`src/eewc_defs.svh`:
```
// Offsets, field positions, keys and timing figures of the EEPROM write controller
`ifndef EEWC_DEFS_SVH
`define EEWC_DEFS_SVH
`define EEWC_OFS_STAGE0    8'h9A
`define EEWC_OFS_STAGE1    8'h9B
`define EEWC_OFS_STAGE2    8'h9C
`define EEWC_OFS_STAGE3    8'h9D
`define EEWC_OFS_START     8'h9E
`define EEWC_OFS_CTRL      8'hAE
`define EEWC_OFS_KEY       8'hC9
`define EEWC_OFS_AUXILIARY_CONFIG_TWO      8'hF7
`define EEWC_KEY_EEPROM    8'hE2
`define EEWC_BIT_WE        5
`define EEWC_BIT_TO        3
`define EEWC_BIT_LAUNCH    2
`define EEWC_AUXILIARY_CONFIG_TWO_RESET    8'h06
`define EEWC_XDATA_HI      8'hEE
`define EEWC_XDATA_LAST    8'hFE
`define EEWC_CLK_KHZ       200000
`define EEWC_TO1_US        6900
`define EEWC_TO2_US        27000
`define EEWC_TO3_US        55000
`define EEWC_US_TO_CYC(u)  ((u) * (`EEWC_CLK_KHZ / 1000))
`endif

```
`src/eewc_pkg.sv`:
```
// Types shared by the EEPROM write controller
package eewc_pkg;
	typedef enum logic [1:0] {
		EEWC_IDLE  = 2'b00,
		EEWC_WRITE = 2'b01,
		EEWC_WAIT  = 2'b11
	} eewc_state_t;

	typedef struct packed {
		logic        wr;
		logic        rd;
		logic [7:0]  addr;
		logic [7:0]  wdata;
	} eewc_sfr_req_t;

	typedef struct packed {
		logic        we;
		logic [7:0]  addr;
		logic [7:0]  data;
	} eewc_arr_req_t;

	typedef struct packed {
		eewc_state_t  st;
		logic [7:0]   stage0;
		logic [7:0]   stage1;
		logic [7:0]   stage2;
		logic [7:0]   stage3;
		logic [7:0]   start;
		logic         launch;
		logic [1:0]   len;
		logic [1:0]   idx;
		logic         we_flag;
		logic         to_flag;
		logic [7:0]   auxiliary_config_two;
		logic [23:0]  wdog;
		logic         irq;
		logic [7:0]   sfr_rdata;
		logic [7:0]   xrdata;
		eewc_arr_req_t arr;
	} eewc_regs_t;
endpackage : eewc_pkg

```
`src/eewc_top.sv`:
```
// EEPROM write controller: key, write watchdog, hardware multi-byte writer, read decode
`timescale 1ns/1ps
`default_nettype none
`include "eewc_defs.svh"

module eewc_top
	import eewc_pkg::*;
#(
	parameter int unsigned TO1_CYC   = `EEWC_US_TO_CYC(`EEWC_TO1_US),
	parameter int unsigned TO2_CYC   = `EEWC_US_TO_CYC(`EEWC_TO2_US),
	parameter int unsigned TO3_CYC   = `EEWC_US_TO_CYC(`EEWC_TO3_US)
)(
	input  wire logic          core_clk,
	input  wire logic          rst_n,
	input  wire eewc_sfr_req_t sfr_req,
	output var  logic [7:0]    sfr_rdata,
	input  wire logic          xdata_rd,
	input  wire logic [15:0]   xdata_addr,
	output var  logic [7:0]    xdata_rdata,
	input  wire logic          run_mode,
	output var  logic          main_wdt_reset_en,
	input  wire logic          isr_enter,
	output var  logic          eeprom_interrupt_flag,
	output var  logic          eeprom_busy,
	output var  eewc_arr_req_t arr_req,
	input  wire logic          arr_done,
	input  wire logic [7:0]    arr_rdata
);

	logic        rst_meta_n;
	logic        rst_sync_n;
	eewc_regs_t  r;
	eewc_regs_t  next_r;
	logic        wdt_en_q;

	always_ff @(posedge core_clk or negedge rst_n)
	begin
		if (!rst_n)
		begin
			rst_meta_n <= 1'b0;
			rst_sync_n <= 1'b0;
		end
		else
		begin
			rst_meta_n <= 1'b1;
			rst_sync_n <= rst_meta_n;
		end
	end

	function automatic logic [23:0] wdog_limit(input logic [1:0] sel);
		case (sel)
			2'b01:   wdog_limit = 24'(TO1_CYC);
			2'b10:   wdog_limit = 24'(TO2_CYC);
			default: wdog_limit = 24'(TO3_CYC);
		endcase
	endfunction : wdog_limit

	function automatic logic [7:0] staged(input eewc_regs_t s, input logic [1:0] i);
		case (i)
			2'b00:   staged = s.stage0;
			2'b01:   staged = s.stage1;
			2'b10:   staged = s.stage2;
			default: staged = s.stage3;
		endcase
	endfunction : staged

	function automatic logic ee_hit(input logic [15:0] a);
		ee_hit = (a[15:8] == `EEWC_XDATA_HI) && (a[7:0] <= `EEWC_XDATA_LAST);
	endfunction : ee_hit

	always_comb
	begin
		logic wd_on;
		logic expire;
		logic finish;
		wd_on  = (r.auxiliary_config_two[2:1] != 2'b00);
		expire = 1'b0;
		finish = 1'b0;
		next_r = r;
		next_r.arr.we = 1'b0;
		if (sfr_req.wr)
		begin
			case (sfr_req.addr)
				`EEWC_OFS_STAGE0: next_r.stage0 = sfr_req.wdata;
				`EEWC_OFS_STAGE1: next_r.stage1 = sfr_req.wdata;
				`EEWC_OFS_STAGE2: next_r.stage2 = sfr_req.wdata;
				`EEWC_OFS_STAGE3: next_r.stage3 = sfr_req.wdata;
				`EEWC_OFS_START:  next_r.start  = sfr_req.wdata;
				`EEWC_OFS_KEY:    next_r.we_flag = (sfr_req.wdata == `EEWC_KEY_EEPROM);
				`EEWC_OFS_AUXILIARY_CONFIG_TWO:   next_r.auxiliary_config_two = sfr_req.wdata;
				`EEWC_OFS_CTRL:
				begin
					next_r.len = sfr_req.wdata[1:0];
					if (sfr_req.wdata[`EEWC_BIT_LAUNCH] && r.st == EEWC_IDLE)
					begin
						next_r.launch = 1'b1;
						next_r.idx    = 2'b00;
						next_r.wdog   = 24'h000000;
						next_r.st     = EEWC_WRITE;
					end
				end
				default: ;
			endcase
		end
		case (r.st)
			EEWC_WRITE:
			begin
				next_r.arr.we   = 1'b1;
				next_r.arr.addr = r.start + {6'h00, r.idx};
				next_r.arr.data = staged(r, r.idx);
				next_r.st       = EEWC_WAIT;
			end
			EEWC_WAIT:
			begin
				if (arr_done)
				begin
					if (r.idx == r.len)
						finish = 1'b1;
					else
					begin
						next_r.idx = r.idx + 2'b01;
						next_r.st  = EEWC_WRITE;
					end
				end
			end
			default: ;
		endcase
		if (r.st != EEWC_IDLE && wd_on)
		begin
			if (r.wdog >= wdog_limit(r.auxiliary_config_two[2:1]) - 24'h000001)
				expire = 1'b1;
			else
				next_r.wdog = r.wdog + 24'h000001;
		end
		if (finish || expire)
		begin
			next_r.st     = EEWC_IDLE;
			next_r.launch = 1'b0;
			next_r.arr.we = 1'b0;
		end
		if (expire)
			next_r.to_flag = 1'b1;
		if (!next_r.we_flag)
			next_r.to_flag = 1'b0;
		if (isr_enter)
			next_r.irq = 1'b0;
		if (finish || expire)
			next_r.irq = 1'b1;
		next_r.sfr_rdata = 8'h00;
		if (sfr_req.rd)
		begin
			case (sfr_req.addr)
				`EEWC_OFS_KEY:
				begin
					next_r.sfr_rdata[`EEWC_BIT_WE] = r.we_flag;
					next_r.sfr_rdata[`EEWC_BIT_TO] = r.to_flag;
				end
				`EEWC_OFS_AUXILIARY_CONFIG_TWO: next_r.sfr_rdata = r.auxiliary_config_two;
				default: next_r.sfr_rdata = 8'h00;
			endcase
		end
		next_r.xrdata = r.xrdata;
		if (xdata_rd && ee_hit(xdata_addr))
			next_r.xrdata = arr_rdata;
	end

	always_ff @(posedge core_clk or negedge rst_sync_n)
	begin
		if (!rst_sync_n)
		begin
			r          <= '0;
			r.st       <= EEWC_IDLE;
			r.auxiliary_config_two     <= `EEWC_AUXILIARY_CONFIG_TWO_RESET;
			wdt_en_q   <= 1'b0;
		end
		else
		begin
			r        <= next_r;
			wdt_en_q <= r.auxiliary_config_two[7] && (r.auxiliary_config_two[6] || run_mode);
		end
	end

	// Outputs straight from flops; busy never stalls the CPU
	assign sfr_rdata             = r.sfr_rdata;
	assign xdata_rdata           = r.xrdata;
	assign main_wdt_reset_en     = wdt_en_q;
	assign eeprom_interrupt_flag = r.irq;
	assign eeprom_busy           = r.launch;
	assign arr_req               = r.arr;
endmodule : eewc_top
`default_nettype wire
```
`config.mk`:
```
export PLATFORM = sky130hd
export DESIGN_NAME = eewc_top
export DESIGN_NICKNAME = d
export VERILOG_FILES = /design/src/eewc_pkg.sv /design/src/eewc_top.sv
export VERILOG_INCLUDE_DIRS = /design/src
export SDC_FILE = /design/constraint.sdc
export NUM_CORES = 1
export LEC_CHECK = 0
export BUFFER_PORTS_ARGS = -buffer_cell sky130_fd_sc_hd__buf_2
export CELL_PAD_IN_SITES_DETAIL_PLACEMENT = 1
export CELL_PAD_IN_SITES_GLOBAL_PLACEMENT = 2
export CORE_AREA = 4 4 126 128
export DETAILED_ROUTE_END_ITERATION = 10
export DIE_AREA = 0 0 130 132
export PLACE_DENSITY_LB_ADDON = 0.05
export SLEW_MARGIN = 30
export SYNTH_ARGS = -nofsm -noshare
export SYNTH_HDL_FRONTEND = slang
export SYNTH_SLANG_ARGS = --single-unit
```
`constraint.sdc`:
```
create_clock -name core_clk -period 7.6 [get_ports core_clk]
set_input_delay 1.52 -clock core_clk [delete_from_list [all_inputs] [get_ports core_clk]]
set_output_delay 1.52 -clock core_clk [all_outputs]
set_load 0.01 [all_outputs]
```
# --- Word level (Yosys, flattened, before mapping) ---
# Cells that the tools add are included.
word_totals:
  ram_bits: 0
  output_inout_bits: 36
  word_cells: 114
  latch_bits: 0
  mem_count: 0
  rom_bits: 0
  reg_bits: 118
  inputBits: 48
classes:
  n_addsub: 4
  n_div: 0
  magnitude_cmp: 2
  n_mux: 45
  shift: 0
  n_reduce_logical: 23
  mul: 0
  bitwise: 0
  n_eq_ne: 18
op_table:
  columns: ["cell", "n"]
  rows:
  - ["$mux 24", 6]
  - ["$eq 8x8->1 const B", 10]
  - ["$mux 48", 1]
  - ["$mux 8", 6]
  - ["$pmux 24 s2", 1]
  - ["$add 24x1->24 const B", 1]
  - ["$ge 24x24->1", 1]
  - ["$pmux 8 s3", 1]
  - ["$sub 24x1->24 const B", 1]
  - ["$mux 2", 10]
  - ["$mux 17", 1]
  - ["$mux 1", 14]
  - ["$reduce_and 2->1", 7]
  - ["$reduce_bool 2->1", 6]
  - ["$add 8x2->8", 1]
  - ["$le 8x8->1 const B", 1]
  - ["$eq 2x1->1 const B", 3]
  - ["$eq 2x2->1 const B", 3]
  - ["$logic_and 1x1->1", 5]
  - ["$mux 5", 1]
  - ["$logic_not 2->1", 2]
  - ["$pmux 1 s2", 2]
  - ["$pmux 2 s2", 1]
  - ["$mux 3", 1]
  - ["5 further kinds", 6]

# --- Longest topological paths before layout ---
depth:
  depth_word: 10
  depth_mapped: 11
  mapped_depth_nobuf: 10

# --- Least setup slack after synthesis ---
# No wires, ideal clock.
synth_path:
  path_kind: "input-to-reg"
  start: "in sfr_req[8] (netlist name)"
  end: "reg r[68] (netlist name)"
  cell_stages: 8
  required_time_ns: 7.469
  setup_time_ns: 0.131
  slack_ns: 4.604
  path_buffers: 3
  arrival_ns: 2.865
  path_cell_list: "clkbuf_1 > nor2b_1 > nand4_1 > or2_2 > clkbuf_1 > clkbuf_1 > nand3_1 > o21ai_0"
synth_lines:
  columns: ["item", "line_no", "source"]
  rows:
  - ["start: declaration", "eewc_top.sv:15", "input wire eewc_sfr_req_t sfr_req,"]
  - ["end signal: assignment", "eewc_top.sv:178", "r <= next_r;"]
  - ["end: declaration", "eewc_top.sv:32", "eewc_regs_t r;"]

==> impl_metrics.json <==
{
  "status": "completed",
  "start_util_pct": 40.3,
  "powerDensity_nw_per_um2": 244,
  "io_buffers": 83,
  "final.period_utilization_pct": 41.1,
  "synth_compound_area_share_pct": 6.68,
  "die_w_um": 130,
  "drtAntennaViolNets": 0,
  "fin_crit_ns": 3.13,
  "yosys.area_share.simple_pct": 15.6,
  "finalInstanceArea_um2": 7020,
  "dieArea_um2": 17200,
  "grtUsageTotal_pct": 18.5,
  "viasPerCell": 5.39,
  "startpoint_type": "register",
  "path_cells": "inv_1 > ha_1 > ha_1 > a21o_1 > a21oi_4 > a31oi_1 > or2_0 > or4_1 > mux2i_1",
  "relSlewSlack_pct": 49.3,
  "syn_area_per_cell_um2": 11.1,
  "rr_endpoint": "r[42]$_DFF_PN0_",
  "drc": 0,
  "worstPathMaxFanout": 8,
  "critPathMaxStageDelay_ns": 0.60,
  "grt_pass1_wl_um": 24600,
  "synth_seq_area_share_pct": 49.3,
  "die_h_um": 132,
  "synthAdderAreaFrac_pct": 5.35,
  "coreArea_um2": 14900,
  "place_area_um2": 6350,
  "ys.flop_type": "dfrtp_1",
  "cts_setup_buffers": 0,
  "cts_inserted_buffers": 17,
  "clock_latency_ns": 0.42,
  "netlist_instances": 542,
  "clock_path_buffers": 2,
  "num_rows": 45,
  "n_antenna_cell": 0,
  "maxSlewViolCount": 0,
  "gr-total-overflow": 0,
  "p_total_w": 0.00172,
  "synth_top_family_by_area": "simple AND/OR/NAND/NOR gates",
  "tightest_slew_ns": 0.753,
  "synth_edf_count": 0,
  "end_kind": "register",
  "cap_violations": 0,
  "skew_ns": 0.00936,
  "io_pins": 84,
  "gp_congestion": 0.771,
  "syn-num-nets": 615,
  "ir_worst_vdd_uv": 238,
  "hold_class": "register to async pin",
  "synth-seq-cells": 118,
  "max_freq_ghz": 0.320,
  "timing.final.ws_setup_ns": 4.47,
  "vias": 4287,
  "antenna_found_initial": 0,
  "setup-violations-final": 0,
  "ctsResizeCount": 0,
  "clockRootBuffer": "clkbuf_16",
  "ff2ff_path_depth": 9,
  "h-tree-depth": 4,
  "synth-xor-area-share_pct": 1.46,
  "drt_wl_total_um": 14700,
  "rsz0062_at_grt": "false",
  "hold_buffers": 0,
  "drive_gt1_share_pct": 31.1,
  "critPathKind": "register to register",
  "async_flop_share_pct": 100,
  "dr.pass1.iters": 5,
  "post-place-ws_ns": 4.41,
  "fillers": 1607,
  "timing.rr.start": "r[59]$_DFFE_PN1P_",
  "clk_pin_slew_ns": 0.06,
  "power_leakage_nw": 3.52,
  "cts_tree": "yes",
  "dr.first_iter.drc_count": 217,
  "r2r_setup_slack_ns": 4.47,
  "cp_slowest_cell": "or4_1",
  "grt_pass1_vias": 4685,
  "drt-wirelength-per-cell_um": 18.5,
  "critPathMostFrequentCell": "ha_1",
  "yosys_warnings": 0,
  "grt_start_max_net_pins": 75,
  "dp_hpwl_um": 10600,
  "fin_util_pct": 47.3,
  "worstPathRequired_ns": 7.89,
  "critPathArrivalTime_ns": 3.42,
  "area_delta_synth_final_pct": 17.3,
  "synthMuxAreaShare_pct": 15.3,
  "nets": 668,
  "tns_ns": 0,
  "synthDistinctLibCells": 51,
  "syn-cell-area_um2": 5990,
  "clkSinkCount": 118,
  "hold_viol_final": 0
}
==> routing by layer <==
| metal | vias to the layer above | routed length, um | global-route usage [%] |
|---|---|---|---|
| met4 | 0 | 201 | 5.08 |
| met1 | 2190 | 6280 | 22.4 |
| met5 | - | 0 | 0 |
| li1 | 2010 | - | - |
| met3 | 20 | 509 | 5.31 |
| met2 | 67 | 7730 | 31.9 |
==> cell usage in the layout, fill, tap and decap left out, types with 2 or more instances in the layout <==
cell and instances:
inv_1 13, buf_2 83, o21ai_0 19, and4b_1 2, nand2b_1 5, xnor2_1 5, ha_1 24, o21a_1 2
nor2b_1 5, clkbuf_8 2, dfstp_2 2, a21oi_1 13, nand4b_1 4, a32o_1 2, clkinvlp_4 3, and2_1 10
a222oi_1 8, nor4_1 2, dfrtp_1 115, nor3_1 7, inv_6 3, nand3b_1 2, mux2_2 60, nand4_1 22
or4_1 2, bufinv_16 5, a21o_1 5, a31oi_1 2, mux2i_1 24, clkbuf_16 17, nor4_2 2, nor2_1 24
nand2_1 58, xor2_1 5, and4_1 2, nand3_1 18, clkinv_4 2, and3_1 8
==> state kept, by name, indices dropped and copies added (netlist names) <==
signal / cells
rst_meta_n: 1
main_wdt_reset_en: 1
rst_sync_n: 1
eeprom_busy: 1
xdata_rdata: 8
r: 80
arr_req: 17
eeprom_interrupt_flag: 1
sfr_rdata: 8
==> power by group <==
group | total [W] | switching [W] | internal, W | leakage (nW)
combinational | 0.000120 | 0.0000665 | 0.0000534 | 1.67
clock | 0.000908 | 0.000305 | 0.000603 | 0.317
sequential | 0.000689 | 0.0000299 | 0.000659 | 1.53
==> metrics by stage <==
stage / hold WS [ns] / cells
6_report: 0.321 / 796
3_3_place_gp: 0.339 / 764
2_1_floorplan: 0.331 / 542
4_1_cts: 0.364 / 796
3_5_place_dp: 0.351 / 764
5_1_grt: 0.369 / 796
==> worst max-delay path by stage <==
stage / startpoint / endpoint / slack [ns] / cells past startpoint
finish: r[59]$_DFFE_PN1P_ / r[42]$_DFF_PN0_ / 4.47 / 9
global route: r[59]$_DFFE_PN1P_ / r[42]$_DFF_PN0_ / 4.31 / 9
CTS: r[59]$_DFFE_PN1P_ / r[46]$_DFF_PN0_ / 4.45 / 9
detailed placement: sfr_req[9] / r[68]$_DFF_PN0_ / 4.41 / 6
global placement: r[59]$_DFFE_PN1P_ / r[66]$_DFFE_PN0P_ / 4.33 / 9
floorplan: rst_sync_n$_DFF_PN0_ / arr_req[0]$_DFFE_PN0N_ / 4.07 / 0
==> kinds of logic after synthesis <==
logic type	after synthesis
AOI/OAI and AO/OA	58
and+or+nand+nor	181
muxes	84
buffers and inverters	65
xor gates and xnor gates	10
other	1
adders and majority gates	25
DFF	118
==> cell usage after synthesis, types with 7 or more instances <==
master | n | area (um2)
dfrtp_1 | 116 | 2900
mux2_2 | 60 | 676
nand2_1 | 58 | 218
buf_4 | 33 | 248
nor2_1 | 25 | 93.8
ha_1 | 24 | 300
mux2i_1 | 24 | 240
nand4_1 | 22 | 138
o21ai_0 | 19 | 95.1
nand3_1 | 18 | 90.1
a21oi_1 | 13 | 65.1
clkbuf_1 | 13 | 48.8
inv_1 | 13 | 48.8
and2_1 | 10 | 62.6
a222oi_1 | 8 | 80.1
and3_1 | 8 | 50.1
nor3_1 | 7 | 35.0
==> critical path: cells and delay by family (launching register included) <==
kind                     cells  cell delay [ns]
multiplexers                 1             0.13
buffers and inverters        1             0.06
adder cells (fa/ha/maj)      2             0.75
AO/OA/AOI/OAI                3             0.49
AND/OR/NAND/NOR              2             1.00
flip-flops                   1             0.55
==> cell type report <==
cell class	instances	area, um2	share of cell area, %
inverters	14	52.6	0.748
well taps	188	235	3.35
repair buffers	85	434	6.18
flip-flops and latches	118	2960	42.1
clock buffers	19	453	6.45
clock inverters	13	216	3.08
multi-input cells	359	2670	38.1
Note: power is estimated with default switching activity, not from simulation.
